`config.mk`:
```
export PLATFORM = sky130hd
export DESIGN_NAME = ipc_cfg
export DESIGN_NICKNAME = d
export VERILOG_FILES = /design/src/rtl/ipc_pkg.sv /design/src/rtl/ipc_cfg.sv
export SDC_FILE = /design/constraint.sdc
export NUM_CORES = 2
export LEC_CHECK = 0
export BUFFER_PORTS_ARGS = -buffer_cell sky130_fd_sc_hd__buf_4
export CAP_MARGIN = 20
export CORE_ASPECT_RATIO = 1.25
export CORE_MARGIN = 1
export CORE_UTILIZATION = 65
export DETAILED_ROUTE_END_ITERATION = 10
export PLACE_DENSITY = 0.84
export SLEW_MARGIN = 20
export SYNTH_ARGS = -nofsm -noshare
export SYNTH_HDL_FRONTEND = slang
export SYNTH_SLANG_ARGS = --single-unit
```
`constraint.sdc`:
```
create_clock -name pclk -period 10.12 [get_ports pclk]
set_input_delay 2.024 -clock pclk [delete_from_list [all_inputs] [get_ports pclk]]
set_output_delay 2.024 -clock pclk [all_outputs]
set_load 0.05 [all_outputs]
```
`src/rtl/ipc_pkg.sv`:
```
/*
 Constants for the ingress priority classifier register bank.
 Assumes word-indexed registers on a 32-bit APB bus, byte address = 4 x index.
*/
package ipc_pkg;
   localparam int IPC_AW = 12;
   localparam int IPC_NREG = 47;
   // ----------------------------------------
   // Register indices, reset values and write masks
   // ----------------------------------------
   localparam logic [7:0] IPC_OFF [IPC_NREG] = '{
      8'h01, 8'h10, 8'h11, 8'h12, 8'h13, 8'h14, 8'h15, 8'h16, 8'h17, 8'h18,
      8'h19, 8'h1a, 8'h1b, 8'h1c, 8'h1d, 8'h1e, 8'h1f, 8'h20, 8'h21, 8'h22,
      8'h23, 8'h30, 8'h33, 8'h3a, 8'h3b, 8'h3e, 8'h3f, 8'h40, 8'h41, 8'h42,
      8'h43, 8'h44, 8'h45, 8'h46, 8'h47, 8'h48, 8'h49, 8'h4a, 8'h4b, 8'h4c,
      8'h4d, 8'h4e, 8'h4f, 8'h50, 8'h51, 8'h52, 8'h53};
   localparam logic [15:0] IPC_RST [IPC_NREG] = '{
      16'h0000, 16'h0000, 16'h0000, 16'h0000, 16'h0000, 16'h0000, 16'h0000, 16'h0000,
      16'h0000, 16'h0000, 16'h0000, 16'h0000, 16'h0000, 16'h0000, 16'hffff, 16'h000f,
      16'hffff, 16'h000f, 16'h0000, 16'h0000, 16'h0000, 16'h0000, 16'h0000, 16'h0000,
      16'h0000, 16'h0000, 16'h0000, 16'h0000, 16'h0000, 16'h0000, 16'h0000, 16'h7fff,
      16'h03ff, 16'h0280, 16'h0692, 16'h0ba2, 16'h0e30, 16'h0000, 16'h0000, 16'h0000,
      16'h0000, 16'h0000, 16'h0000, 16'h0000, 16'h0000, 16'h0000, 16'h0000};
   localparam logic [15:0] IPC_MASK [IPC_NREG] = '{
      16'h0040, 16'hffff, 16'hffff, 16'hffff, 16'hffff, 16'hffff, 16'hffff, 16'hffff,
      16'hffff, 16'h001f, 16'h00ff, 16'h1100, 16'h00ff, 16'h1100, 16'hffff, 16'h000f,
      16'hffff, 16'h000f, 16'hffff, 16'hffff, 16'hffff, 16'hffff, 16'h0130, 16'h7fff,
      16'h01ff, 16'h7000, 16'h0e00, 16'h00ff, 16'hf100, 16'h00ff, 16'h1100, 16'h7fff,
      16'h03ff, 16'h0fff, 16'h0fff, 16'h0fff, 16'h0fff, 16'h00ff, 16'h1100, 16'h00ff,
      16'h1100, 16'h00ff, 16'h1100, 16'h00ff, 16'h1100, 16'h00ff, 16'h1100};
   localparam int I_INB = 0, I_EUP = 1, I_ELO = 2, I_APP0 = 3, I_WANL = 8, I_WANH = 9;
   localparam int I_PNF = 10, I_PNP = 12, I_TCP = 14, I_UDP = 16, I_RST1 = 18, I_RST2 = 19;
   localparam int I_ETYPE = 20, I_BPL = 21, I_BPH = 22, I_PP15 = 23, I_PP68 = 24;
   localparam int I_PP9 = 25, I_PP10 = 26, I_TAG = 27, I_COS = 29, I_DSM0 = 31, I_DSC0 = 33;
   localparam int I_SOURCE_HW_ADDRESS = 37, I_VID = 39, I_IPA = 41, I_MCG = 43, I_ACL = 45;
   // ----------------------------------------
   // Field positions and codes
   // ----------------------------------------
   localparam int B_INB = 6, B_RSTEN = 15, B_WANMODE = 4, B_BPDUEN = 8, B_BPDU9 = 4;
   localparam int B_HI9 = 8, B_HI10 = 12, B_SPEC = 13, B_EDITION = 14, B_SWAP = 15;
   localparam int B_NOMATCH = 9, B_PP9 = 12, B_PP10 = 9;
   localparam logic [3:0] ACT_CPU = 4'h9, ACT_BOTH = 4'hb, ACT_DROP = 4'ha;
   localparam logic [3:0] CPU_PORT = 4'h9, PORT9 = 4'h8;
   // ----------------------------------------
   // Well-known application port ranges
   // ----------------------------------------
   localparam logic [15:0] APP_LO [15] = '{16'h0014, 16'h0016, 16'h0017, 16'h0019, 16'h0035,
      16'h0043, 16'h0045, 16'h0050, 16'h006e, 16'h0077, 16'h007b, 16'h0089, 16'h008f,
      16'h00a1, 16'h01bb};
   localparam logic [15:0] APP_HI [15] = '{16'h0015, 16'h0016, 16'h0017, 16'h0019, 16'h0035,
      16'h0044, 16'h0045, 16'h0050, 16'h006e, 16'h0077, 16'h007b, 16'h008b, 16'h008f,
      16'h00a2, 16'h01bb};
   localparam logic [15:0] IMAP_ALT = 16'h00dc;
   localparam int APP_IMAP = 12;
endpackage

```
`src/rtl/ipc_cfg.sv`:
```
/*
 Ingress priority classifier: APB register bank and per-frame decision logic.
 Assumes frame attributes come from the packet pipeline on pclk, one frame per
 cycle, and that user port slots A to D are matched upstream.
*/
`timescale 1ns/1ps
module ipc_cfg
(
   // Clock and reset
   input wire logic pclk,
   input wire logic presetn,
   // APB slave
   input wire logic psel,
   input wire logic penable,
   input wire logic pwrite,
   input wire logic [ipc_pkg::IPC_AW-1:0] paddr,
   input wire logic [31:0] pwdata,
   input wire logic [3:0] pstrb,
   output logic [31:0] prdata,
   output logic pready,
   output logic pslverr,
   // Frame attributes
   input wire logic frm_valid,
   input wire logic [3:0] frm_port,
   input wire logic frm_is_tcp,
   input wire logic frm_is_udp,
   input wire logic [15:0] frm_l4_port,
   input wire logic [3:0] frm_user_hit,
   input wire logic frm_to_wan,
   input wire logic frm_inband,
   input wire logic [9:0] frm_l3_type,
   input wire logic [15:0] frm_ethertype,
   input wire logic frm_is_bpdu,
   input wire logic frm_tagged,
   input wire logic [2:0] frm_pcp,
   input wire logic frm_special_tag,
   input wire logic frm_ip,
   input wire logic [5:0] frm_dscp,
   // Decisions
   output logic cls_valid,
   output logic cls_app_hit,
   output logic [4:0] cls_app_index,
   output logic [3:0] cls_app_action,
   output logic cls_app_prio_use,
   output logic [2:0] cls_app_queue,
   output logic cls_app_to_cpu,
   output logic cls_app_cpu_only,
   output logic cls_app_drop,
   output logic cls_wan_drop,
   output logic cls_inband_cpu,
   output logic cls_inband_drop,
   output logic cls_user_etype,
   output logic [1:0] cls_bpdu_action,
   output logic [2:0] cls_port_prio,
   output logic cls_tag_use,
   output logic [2:0] cls_tag_prio,
   output logic cls_ip_use,
   output logic [2:0] cls_ip_prio,
   output logic [4:0] cls_misc_en
);
   import ipc_pkg::*;

   // ----------------------------------------
   // Helpers
   // ----------------------------------------
   function automatic logic [6:0] lookup(input logic [IPC_AW-1:0] a);
      lookup = 7'h00;
      for (int i = 0; i < IPC_NREG; i++)
      begin
         if (a[1:0] == 2'b00 && a[IPC_AW-1:2] == {2'b00, IPC_OFF[i]})
         begin
            lookup = {1'b1, 6'(i)};
         end
      end
   endfunction

   function automatic logic port_en(input logic [15:0] lo, input logic [15:0] hi, input logic [3:0] p);
      port_en = (p < PORT9) ? lo[p[2:0]] : (p == PORT9) ? hi[B_HI9] : (p == CPU_PORT) ? hi[B_HI10] : 1'b0;
   endfunction

   function automatic logic [5:0] first_hit(input logic [19:0] v);
      first_hit = 6'h00;
      for (int i = 19; i >= 0; i--)
      begin
         if (v[i])
         begin
            first_hit = {1'b1, 5'(i)};
         end
      end
   endfunction

   function automatic logic [19:0] l4_match(input logic [15:0] n, input logic [15:0] lo_e,
      input logic [15:0] hi_e, input logic [3:0] usr);
      for (int i = 0; i < 15; i++)
      begin
         l4_match[i] = n >= APP_LO[i] && n <= APP_HI[i];
      end
      l4_match[APP_IMAP] = l4_match[APP_IMAP] | (n == IMAP_ALT);
      l4_match[18:15] = usr;
      l4_match[19] = n >= lo_e && n <= hi_e;
   endfunction

   // ----------------------------------------
   // APB register file
   // ----------------------------------------
   logic [15:0] reg_q [IPC_NREG];
   wire [6:0] hit_ix = lookup(paddr);
   wire mapped = hit_ix[6];
   wire [5:0] ix = hit_ix[5:0];
   wire wr_en = psel && penable && pwrite && mapped;
   wire rd_setup = psel && !penable && !pwrite;

   assign pready = 1'b1;
   assign pslverr = psel && penable && !mapped;

   // Byte strobes are honoured per lane so a partial write cannot clobber the other byte.
   always_ff @(posedge pclk or negedge presetn)
   begin
      if (!presetn)
      begin
         for (int i = 0; i < IPC_NREG; i++)
         begin
            reg_q[i] <= IPC_RST[i];
         end
      end
      else if (wr_en)
      begin
         for (int b = 0; b < 2; b++)
         begin
            if (pstrb[b])
            begin
               reg_q[ix][8*b +: 8] <= pwdata[8*b +: 8] & IPC_MASK[ix][8*b +: 8];
            end
         end
      end
   end

   // Read data is fetched during the setup cycle so it leaves a flip-flop with no wait state.
   always_ff @(posedge pclk or negedge presetn)
   begin
      if (!presetn)
      begin
         prdata <= 32'h0000_0000;
      end
      else if (rd_setup)
      begin
         prdata <= mapped ? {16'h0000, reg_q[ix]} : 32'h0000_0000;
      end
   end

   // ----------------------------------------
   // Application port matching
   // ----------------------------------------
   wire [19:0] tcp_en = {reg_q[I_TCP+1][3:0], reg_q[I_TCP]};
   wire [19:0] udp_en = {reg_q[I_UDP+1][3:0], reg_q[I_UDP]};
   wire [19:0] l4_hit = l4_match(frm_l4_port, reg_q[I_ELO], reg_q[I_EUP], frm_user_hit);
   wire [19:0] app_ok = l4_hit & (({20{frm_is_tcp}} & tcp_en) | ({20{frm_is_udp}} & udp_en));
   wire pnf_en = port_en(reg_q[I_PNF], reg_q[I_PNF+1], frm_port);
   wire pnp_en = port_en(reg_q[I_PNP], reg_q[I_PNP+1], frm_port);
   wire [5:0] app_first = first_hit(app_ok);
   wire app_hit = app_first[5] && pnf_en;
   wire [79:0] act_all = {reg_q[I_APP0+4], reg_q[I_APP0+3], reg_q[I_APP0+2],
      reg_q[I_APP0+1], reg_q[I_APP0]};
   wire [3:0] app_act = app_hit ? act_all[{app_first[4:0], 2'b00} +: 4] : 4'h0;
   wire app_queue = !app_act[3];
   wire app_cpu_only = app_act == ACT_CPU;
   wire app_both = app_act == ACT_BOTH;
   wire app_drop = app_act == ACT_DROP;
   wire [19:0] wan_sel = {reg_q[I_WANH][3:0], reg_q[I_WANL]};
   wire wan_sel_hit = |(app_ok & wan_sel);
   wire wan_mode = reg_q[I_WANH][B_WANMODE];
   // Positive list filters every WAN-bound frame on an enabled port without a selected match.
   wire wan_drop = frm_to_wan && pnf_en && (wan_mode ? !wan_sel_hit : wan_sel_hit);

   // ----------------------------------------
   // In-band management
   // ----------------------------------------
   wire etype_hit = frm_ethertype == reg_q[I_ETYPE];
   wire [30:0] mgmt_type = {l4_hit & (frm_is_tcp || frm_is_udp ? 20'hfffff : 20'h00000),
      frm_l3_type[9:7], etype_hit, frm_l3_type[6:0]};
   wire [30:0] mgmt_allow = {reg_q[I_RST2][14:0], reg_q[I_RST1]};
   wire inb_en = reg_q[I_INB][B_INB];
   wire restrict_on = reg_q[I_RST2][B_RSTEN];
   // With restriction on, a frame carrying several types goes to the CPU only if every one of them is allowed.
   wire restrict_ok = (mgmt_type & ~mgmt_allow) == 31'h0;
   wire inb_cpu = frm_inband && inb_en && (!restrict_on || restrict_ok);
   wire inb_drop = frm_inband && !inb_cpu;

   // ----------------------------------------
   // BPDU, port and tag priority
   // ----------------------------------------
   wire bpdu_on = reg_q[I_BPH][B_BPDUEN];
   wire [1:0] bpdu_fld = (frm_port < PORT9) ? reg_q[I_BPL][{frm_port[2:0], 1'b0} +: 2] :
      (frm_port == PORT9) ? reg_q[I_BPH][B_BPDU9 +: 2] : 2'b00;
   // Reserved code 01 is passed through as forward so a bad setting cannot drop traffic.
   wire [1:0] bpdu_act = (frm_is_bpdu && bpdu_on && bpdu_fld[1]) ? bpdu_fld : 2'b00;
   wire [23:0] pp18 = {reg_q[I_PP68][8:0], reg_q[I_PP15][14:0]};
   wire [4:0] pp_lsb = 5'(frm_port[2:0]) * 5'd3;
   wire [2:0] port_prio = (frm_port < PORT9) ? pp18[pp_lsb +: 3] :
      (frm_port == PORT9) ? reg_q[I_PP9][B_PP9 +: 3] :
      (frm_port == CPU_PORT) ? reg_q[I_PP10][B_PP10 +: 3] : 3'h0;
   wire tag_pen = port_en(reg_q[I_TAG], reg_q[I_TAG+1], frm_port);
   wire spec_use = frm_port == CPU_PORT && frm_special_tag && reg_q[I_TAG+1][B_SPEC];
   wire tag_use = (frm_tagged && tag_pen) || spec_use;
   wire swap01 = !reg_q[I_TAG+1][B_EDITION] && reg_q[I_TAG+1][B_SWAP];
   wire [2:0] tag_prio = (swap01 && frm_pcp[2:1] == 2'b00) ? {2'b00, !frm_pcp[0]} : frm_pcp;

   // ----------------------------------------
   // DSCP priority
   // ----------------------------------------
   wire [47:0] cps = {reg_q[I_DSC0+3][11:0], reg_q[I_DSC0+2][11:0],
      reg_q[I_DSC0+1][11:0], reg_q[I_DSC0][11:0]};
   wire [23:0] dpr = {reg_q[I_DSM0+1][8:0], reg_q[I_DSM0][14:0]};
   logic [7:0] dmatch;
   always_comb
   begin
      for (int i = 0; i < 8; i++)
      begin
         dmatch[i] = cps[6*i +: 6] == frm_dscp;
      end
   end
   wire [5:0] d_first = first_hit({12'h000, dmatch});
   wire cos_en = port_en(reg_q[I_COS], reg_q[I_COS+1], frm_port);
   wire nomatch_ignore = reg_q[I_DSM0+1][B_NOMATCH];
   wire ip_use = frm_ip && cos_en && (d_first[5] || !nomatch_ignore);
   wire [2:0] ip_prio = d_first[5] ? dpr[5'(d_first[2:0]) * 5'd3 +: 3] : 3'h0;
   wire [4:0] misc_en = {port_en(reg_q[I_ACL], reg_q[I_ACL+1], frm_port),
      port_en(reg_q[I_MCG], reg_q[I_MCG+1], frm_port),
      port_en(reg_q[I_IPA], reg_q[I_IPA+1], frm_port),
      port_en(reg_q[I_VID], reg_q[I_VID+1], frm_port),
      port_en(reg_q[I_SOURCE_HW_ADDRESS], reg_q[I_SOURCE_HW_ADDRESS+1], frm_port)};

   // ----------------------------------------
   // Decision register
   // ----------------------------------------
   wire v = frm_valid;
   always_ff @(posedge pclk or negedge presetn)
   begin
      if (!presetn)
      begin
         cls_valid <= 1'b0;
         cls_app_hit <= 1'b0;
         cls_app_index <= 5'h00;
         cls_app_action <= 4'h0;
         cls_app_prio_use <= 1'b0;
         cls_app_queue <= 3'h0;
         cls_app_to_cpu <= 1'b0;
         cls_app_cpu_only <= 1'b0;
         cls_app_drop <= 1'b0;
         cls_wan_drop <= 1'b0;
         cls_inband_cpu <= 1'b0;
         cls_inband_drop <= 1'b0;
         cls_user_etype <= 1'b0;
         cls_bpdu_action <= 2'b00;
         cls_port_prio <= 3'h0;
         cls_tag_use <= 1'b0;
         cls_tag_prio <= 3'h0;
         cls_ip_use <= 1'b0;
         cls_ip_prio <= 3'h0;
         cls_misc_en <= 5'h00;
      end
      else
      begin
         cls_valid <= v;
         cls_app_hit <= v && app_hit;
         cls_app_index <= app_first[4:0];
         cls_app_action <= app_act;
         cls_app_prio_use <= v && app_hit && pnp_en && app_queue && app_act != 4'h0;
         cls_app_queue <= app_queue ? app_act[2:0] : 3'h0;
         cls_app_to_cpu <= v && (app_cpu_only || app_both);
         cls_app_cpu_only <= v && app_cpu_only;
         cls_app_drop <= v && app_drop;
         cls_wan_drop <= v && wan_drop;
         cls_inband_cpu <= v && inb_cpu;
         cls_inband_drop <= v && inb_drop;
         cls_user_etype <= v && etype_hit;
         cls_bpdu_action <= v ? bpdu_act : 2'b00;
         cls_port_prio <= port_prio;
         cls_tag_use <= v && tag_use;
         cls_tag_prio <= tag_prio;
         cls_ip_use <= v && ip_use;
         cls_ip_prio <= ip_prio;
         cls_misc_en <= v ? misc_en : 5'h00;
      end
   end

   logic [5:0] last_ix;
   logic [15:0] last_data;
   logic last_ok;
   always_ff @(posedge pclk or negedge presetn)
   begin
      if (!presetn)
      begin
         last_ok <= 1'b0;
         last_ix <= 6'h00;
         last_data <= 16'h0000;
      end
      else if (wr_en)
      begin
         last_ok <= pstrb[1:0] == 2'b11;
         last_ix <= ix;
         last_data <= pwdata[15:0];
      end
   end
endmodule // ipc_cfg

```
==> metrics.md <==
| Metric | Value |
|---|---|
| Initial DRC count | `6006` |
| Max Cap Viol | `0` |
| RSZ-0062 raised after global routing | `no` |
| Combinational share of power | `0.053` |
| Slew @ Worst Pin | `1368 ps` |
| Final period util | `0.7302` |
| Cts bufs inserted | `79` |
| Area share of the largest cell type after synthesis | `0.4455` |
| NumNets Final | `4659` |
| Clock Tree Root | `clkbuf_16` |
| Remaining DRCs | `0` |
| Layout cell share with drive strength beyond 1 | `0.1282` |
| Async SR Flop Fraction | `1.000` |
| Final min period | `7389 ps` |
| Worst Path Required | `8100 ps` |
| Total Routing Usage GR | `0.4947` |
| Slew headroom | `0.08783` |
| Hold Vio Cnt, Final | `0` |
| Via-per-instance ratio | `7.075` |
| Number of synthesized flops with an enable pin | `0` |
| Ys Warns | `0` |
| IO buf count | `159` |
| Leakage | `19.48 nW` |
| WL/cell | `28.72 µm` |
| Drt total wl | `155200 µm` |
| TritonCTS clock tree | `done` |
| Core area | `0.06190 mm²` |
| Io pins | `195` |
| Post-synthesis register bit count | `808` |
| Slew Viols, Final | `0` |
| Top delay family on crit path | `simple AND/OR/NAND/NOR gates` |
| Vias | `38.23k` |
| Seq/Total Area, Yosys | `0.4990` |
| Pin count of the biggest net entering global routing | `164` |
| Final Util | `0.7254` |
| Switching part of the total power | `0.2418` |
| Slowest stage delay, CP | `830 ps` |
| Top cells by count, synth | `nand2_1, dfrtp_1, o21ai_0` |
| First-pass GRT wire length | `230200 µm` |
| Crit Path Class | `in -> out` |
| Status | `completed` |
| Initial antenna violation count | `9` |
| Antenna Nets Post-Route | `0` |
| Clk sinks | `808` |
| Cell area after synthesis | `0.04073 mm²` |
| Worst Path Max Fanout | `19` |
| Post-cts sizing count | `0` |
| HP Class | `reg -> reg` |
| CP bufs+invs | `4` |
| DP Wirelength | `102100 µm` |
| Post-CTS Setup Inserts | `0` |
| Main synth FF type | `dfrtp_1` |
| Clock Skew | `27.34 ps` |
| Worst slack, placed | `2689 ps` |
| Area delta synth->final | `10.24%` |
| Slowest CP cell | `nor2_1` |
| Clk buf depth | `3` |
| PwrDens | `148.3 mW/mm²` |
| Clock share of power | `0.461` |
| Die Height | `281.9 µm` |
| Worst Setup Slack, final | `2731 ps` |
| P_int | `5.047 mW` |
| Synthesized instance count | `4532` |
| Worst-Skew Late Latency | `650 ps` |
| Min Hold Slack | `478.5 ps` |
| Routability congestion estimate | `1.049` |
| CP Capture Type | `primary output` |
| CP cell instances | `buf_4 -> or3b_2 -> nor2_1 -> nand2_1 -> o221ai_2 -> buf_4 -> nor4_1 -> o41ai_1 -> buf_4 -> nor2b_1 -> buf_4` |
| Initial core utilization | `0.6580` |
| Number of global-route vias before repair | `36.33k` |
| Critical Path Most Common Cell | `buf_4` |
| Synth unique cells | `96` |
| Most numerous cell in the Yosys netlist | `nand2_1` |
| Max Fclk | `0.1353 GHz` |
| Peak supply drop | `0.0001384 V` |
| Reg power frac | `0.486` |
| Hold-fix buffers at CTS | `0` |
| Largest cells by area after synthesis | `dfrtp_1, nand2_1, o21ai_0, dfstp_2, nor2_1` |
| Die footprint | `0.06367 mm²` |
| H-tree levels | `3` |
| Remaining Overflow, GRT | `0` |
| Post-synth top area cell | `dfrtp_1` |
| Pre-Repair DR Iteration Count | `7` |
| CTS clk-pin slew, worst paths | `60 ps` |
| DIE WIDTH | `225.9 µm` |
| Row cnt | `102` |
| Crit path launch type | `primary input` |
| Psw | `1.610 mW` |
| CP arrival | `5370 ps` |
| Fin Setup TNS | `0 ps` |
| Final setup viols | `0` |
| Mapped Avg Cell Area | `8.986 µm²` |
[tightest hold or removal path, cell delays in order (launching register included)]
cell and delay, ps:
dfrtp_1 340, nand2_1 40, o21ai_0 60
[layer usage]
| layer | track usage | vias to the layer above | share of wire |
|---|---|---|---|
| met4 | 0.4066 | 16 | 0.098 |
| li1 | - | 15936 | - |
| met3 | 0.1833 | 912 | 0.15 |
| met5 | 0 | - | 0.00073 |
| met2 | 0.7022 | 3269 | 0.42 |
| met1 | 0.6022 | 18093 | 0.34 |
[through the flow]
stage | area [µm²] | std cells | total power, mW
2_1_floorplan | 40780 | 4547 | 3.448
3_3_place_gp | 42210 | 5249 | 3.626
3_5_place_dp | 42220 | 5249 | 3.629
4_1_cts | 44870 | 5396 | 6.625
5_1_grt | 44880 | 5396 | 6.780
6_report | 44900 | 5403 | 6.657
[power groups by stage]
stage	sequential, mW	clock [mW]	combinational, mW
finish	3.23	3.07	0.351
floorplan	3.30	0	0.149
detailed placement	3.29	0	0.336
global route	3.23	3.18	0.369
global placement	3.29	0	0.333
CTS	3.23	3.05	0.338
[cell usage in the layout, fill, tap and decap left out, types with 75 or more instances in the layout]
master,n
o22ai_1,150
nor2_1,273
buf_4,222
nor2b_1,82
dfstp_2,83
dfrtp_1,725
a22oi_1,75
o21ai_0,721
and2_1,80
a21oi_1,105
nand2_1,964
clkbuf_16,80
[flip-flops by register name, indices dropped and copies added, names as in the netlist, 4 cells and up]
register,flops
act_all,80
mgmt_allow,31
dpr,24
reg_q,542
cls_misc_en,5
cls_app_action,4
pp18,24
cls_app_index,5
prdata,16
cps,48
[cell type report]
cell class,instances,area [µm²]
Fill cell,4577,17000
Tap cell,832,1041
Multi-Input combinational cell,3309,18820
Clock buffer,110,2255
Clock inverter,37,400.4
Timing Repair Buffer,226,1742
Antenna cell,7,17.52
Sequential cell,808,20320
Inverter,74,297.8
[final timing paths]
| path | start | end | slack (ps) | cells past startpoint |
|---|---|---|---|---|
| min in group asynchronous | presetn | cls_app_action[0]$_DFF_PN0_ | 1450 | 1 |
| worst min-delay path | reg_q[470]$_DFFE_PN0P_ | reg_q[470]$_DFFE_PN0P_ | 480 | 2 |
| worst max-delay path | paddr[7] | pslverr | 2730 | 11 |
| worst max register to register | reg_q[708]$_DFFE_PN0P_ | cls_app_prio_use$_DFF_PN0_ | 5080 | 15 |
| worst min register to register | reg_q[470]$_DFFE_PN0P_ | reg_q[470]$_DFFE_PN0P_ | 480 | 2 |
| max in group asynchronous | presetn | cps[44]$_DFFE_PN0P_ | 6550 | 3 |
[cells by family after synthesis]
family / count (synthesis) / synth area share
buf+inv: 430 / 0.04492
other cells: 2 / 0.0001844
flops: 808 / 0.4990
xor+xnor: 73 / 0.01570
fa+ha+maj: 40 / 0.01229
compound gates: 1400 / 0.2088
simple gates: 1656 / 0.1788
mux: 123 / 0.04031
Note: power is estimated with default switching activity, not from simulation.
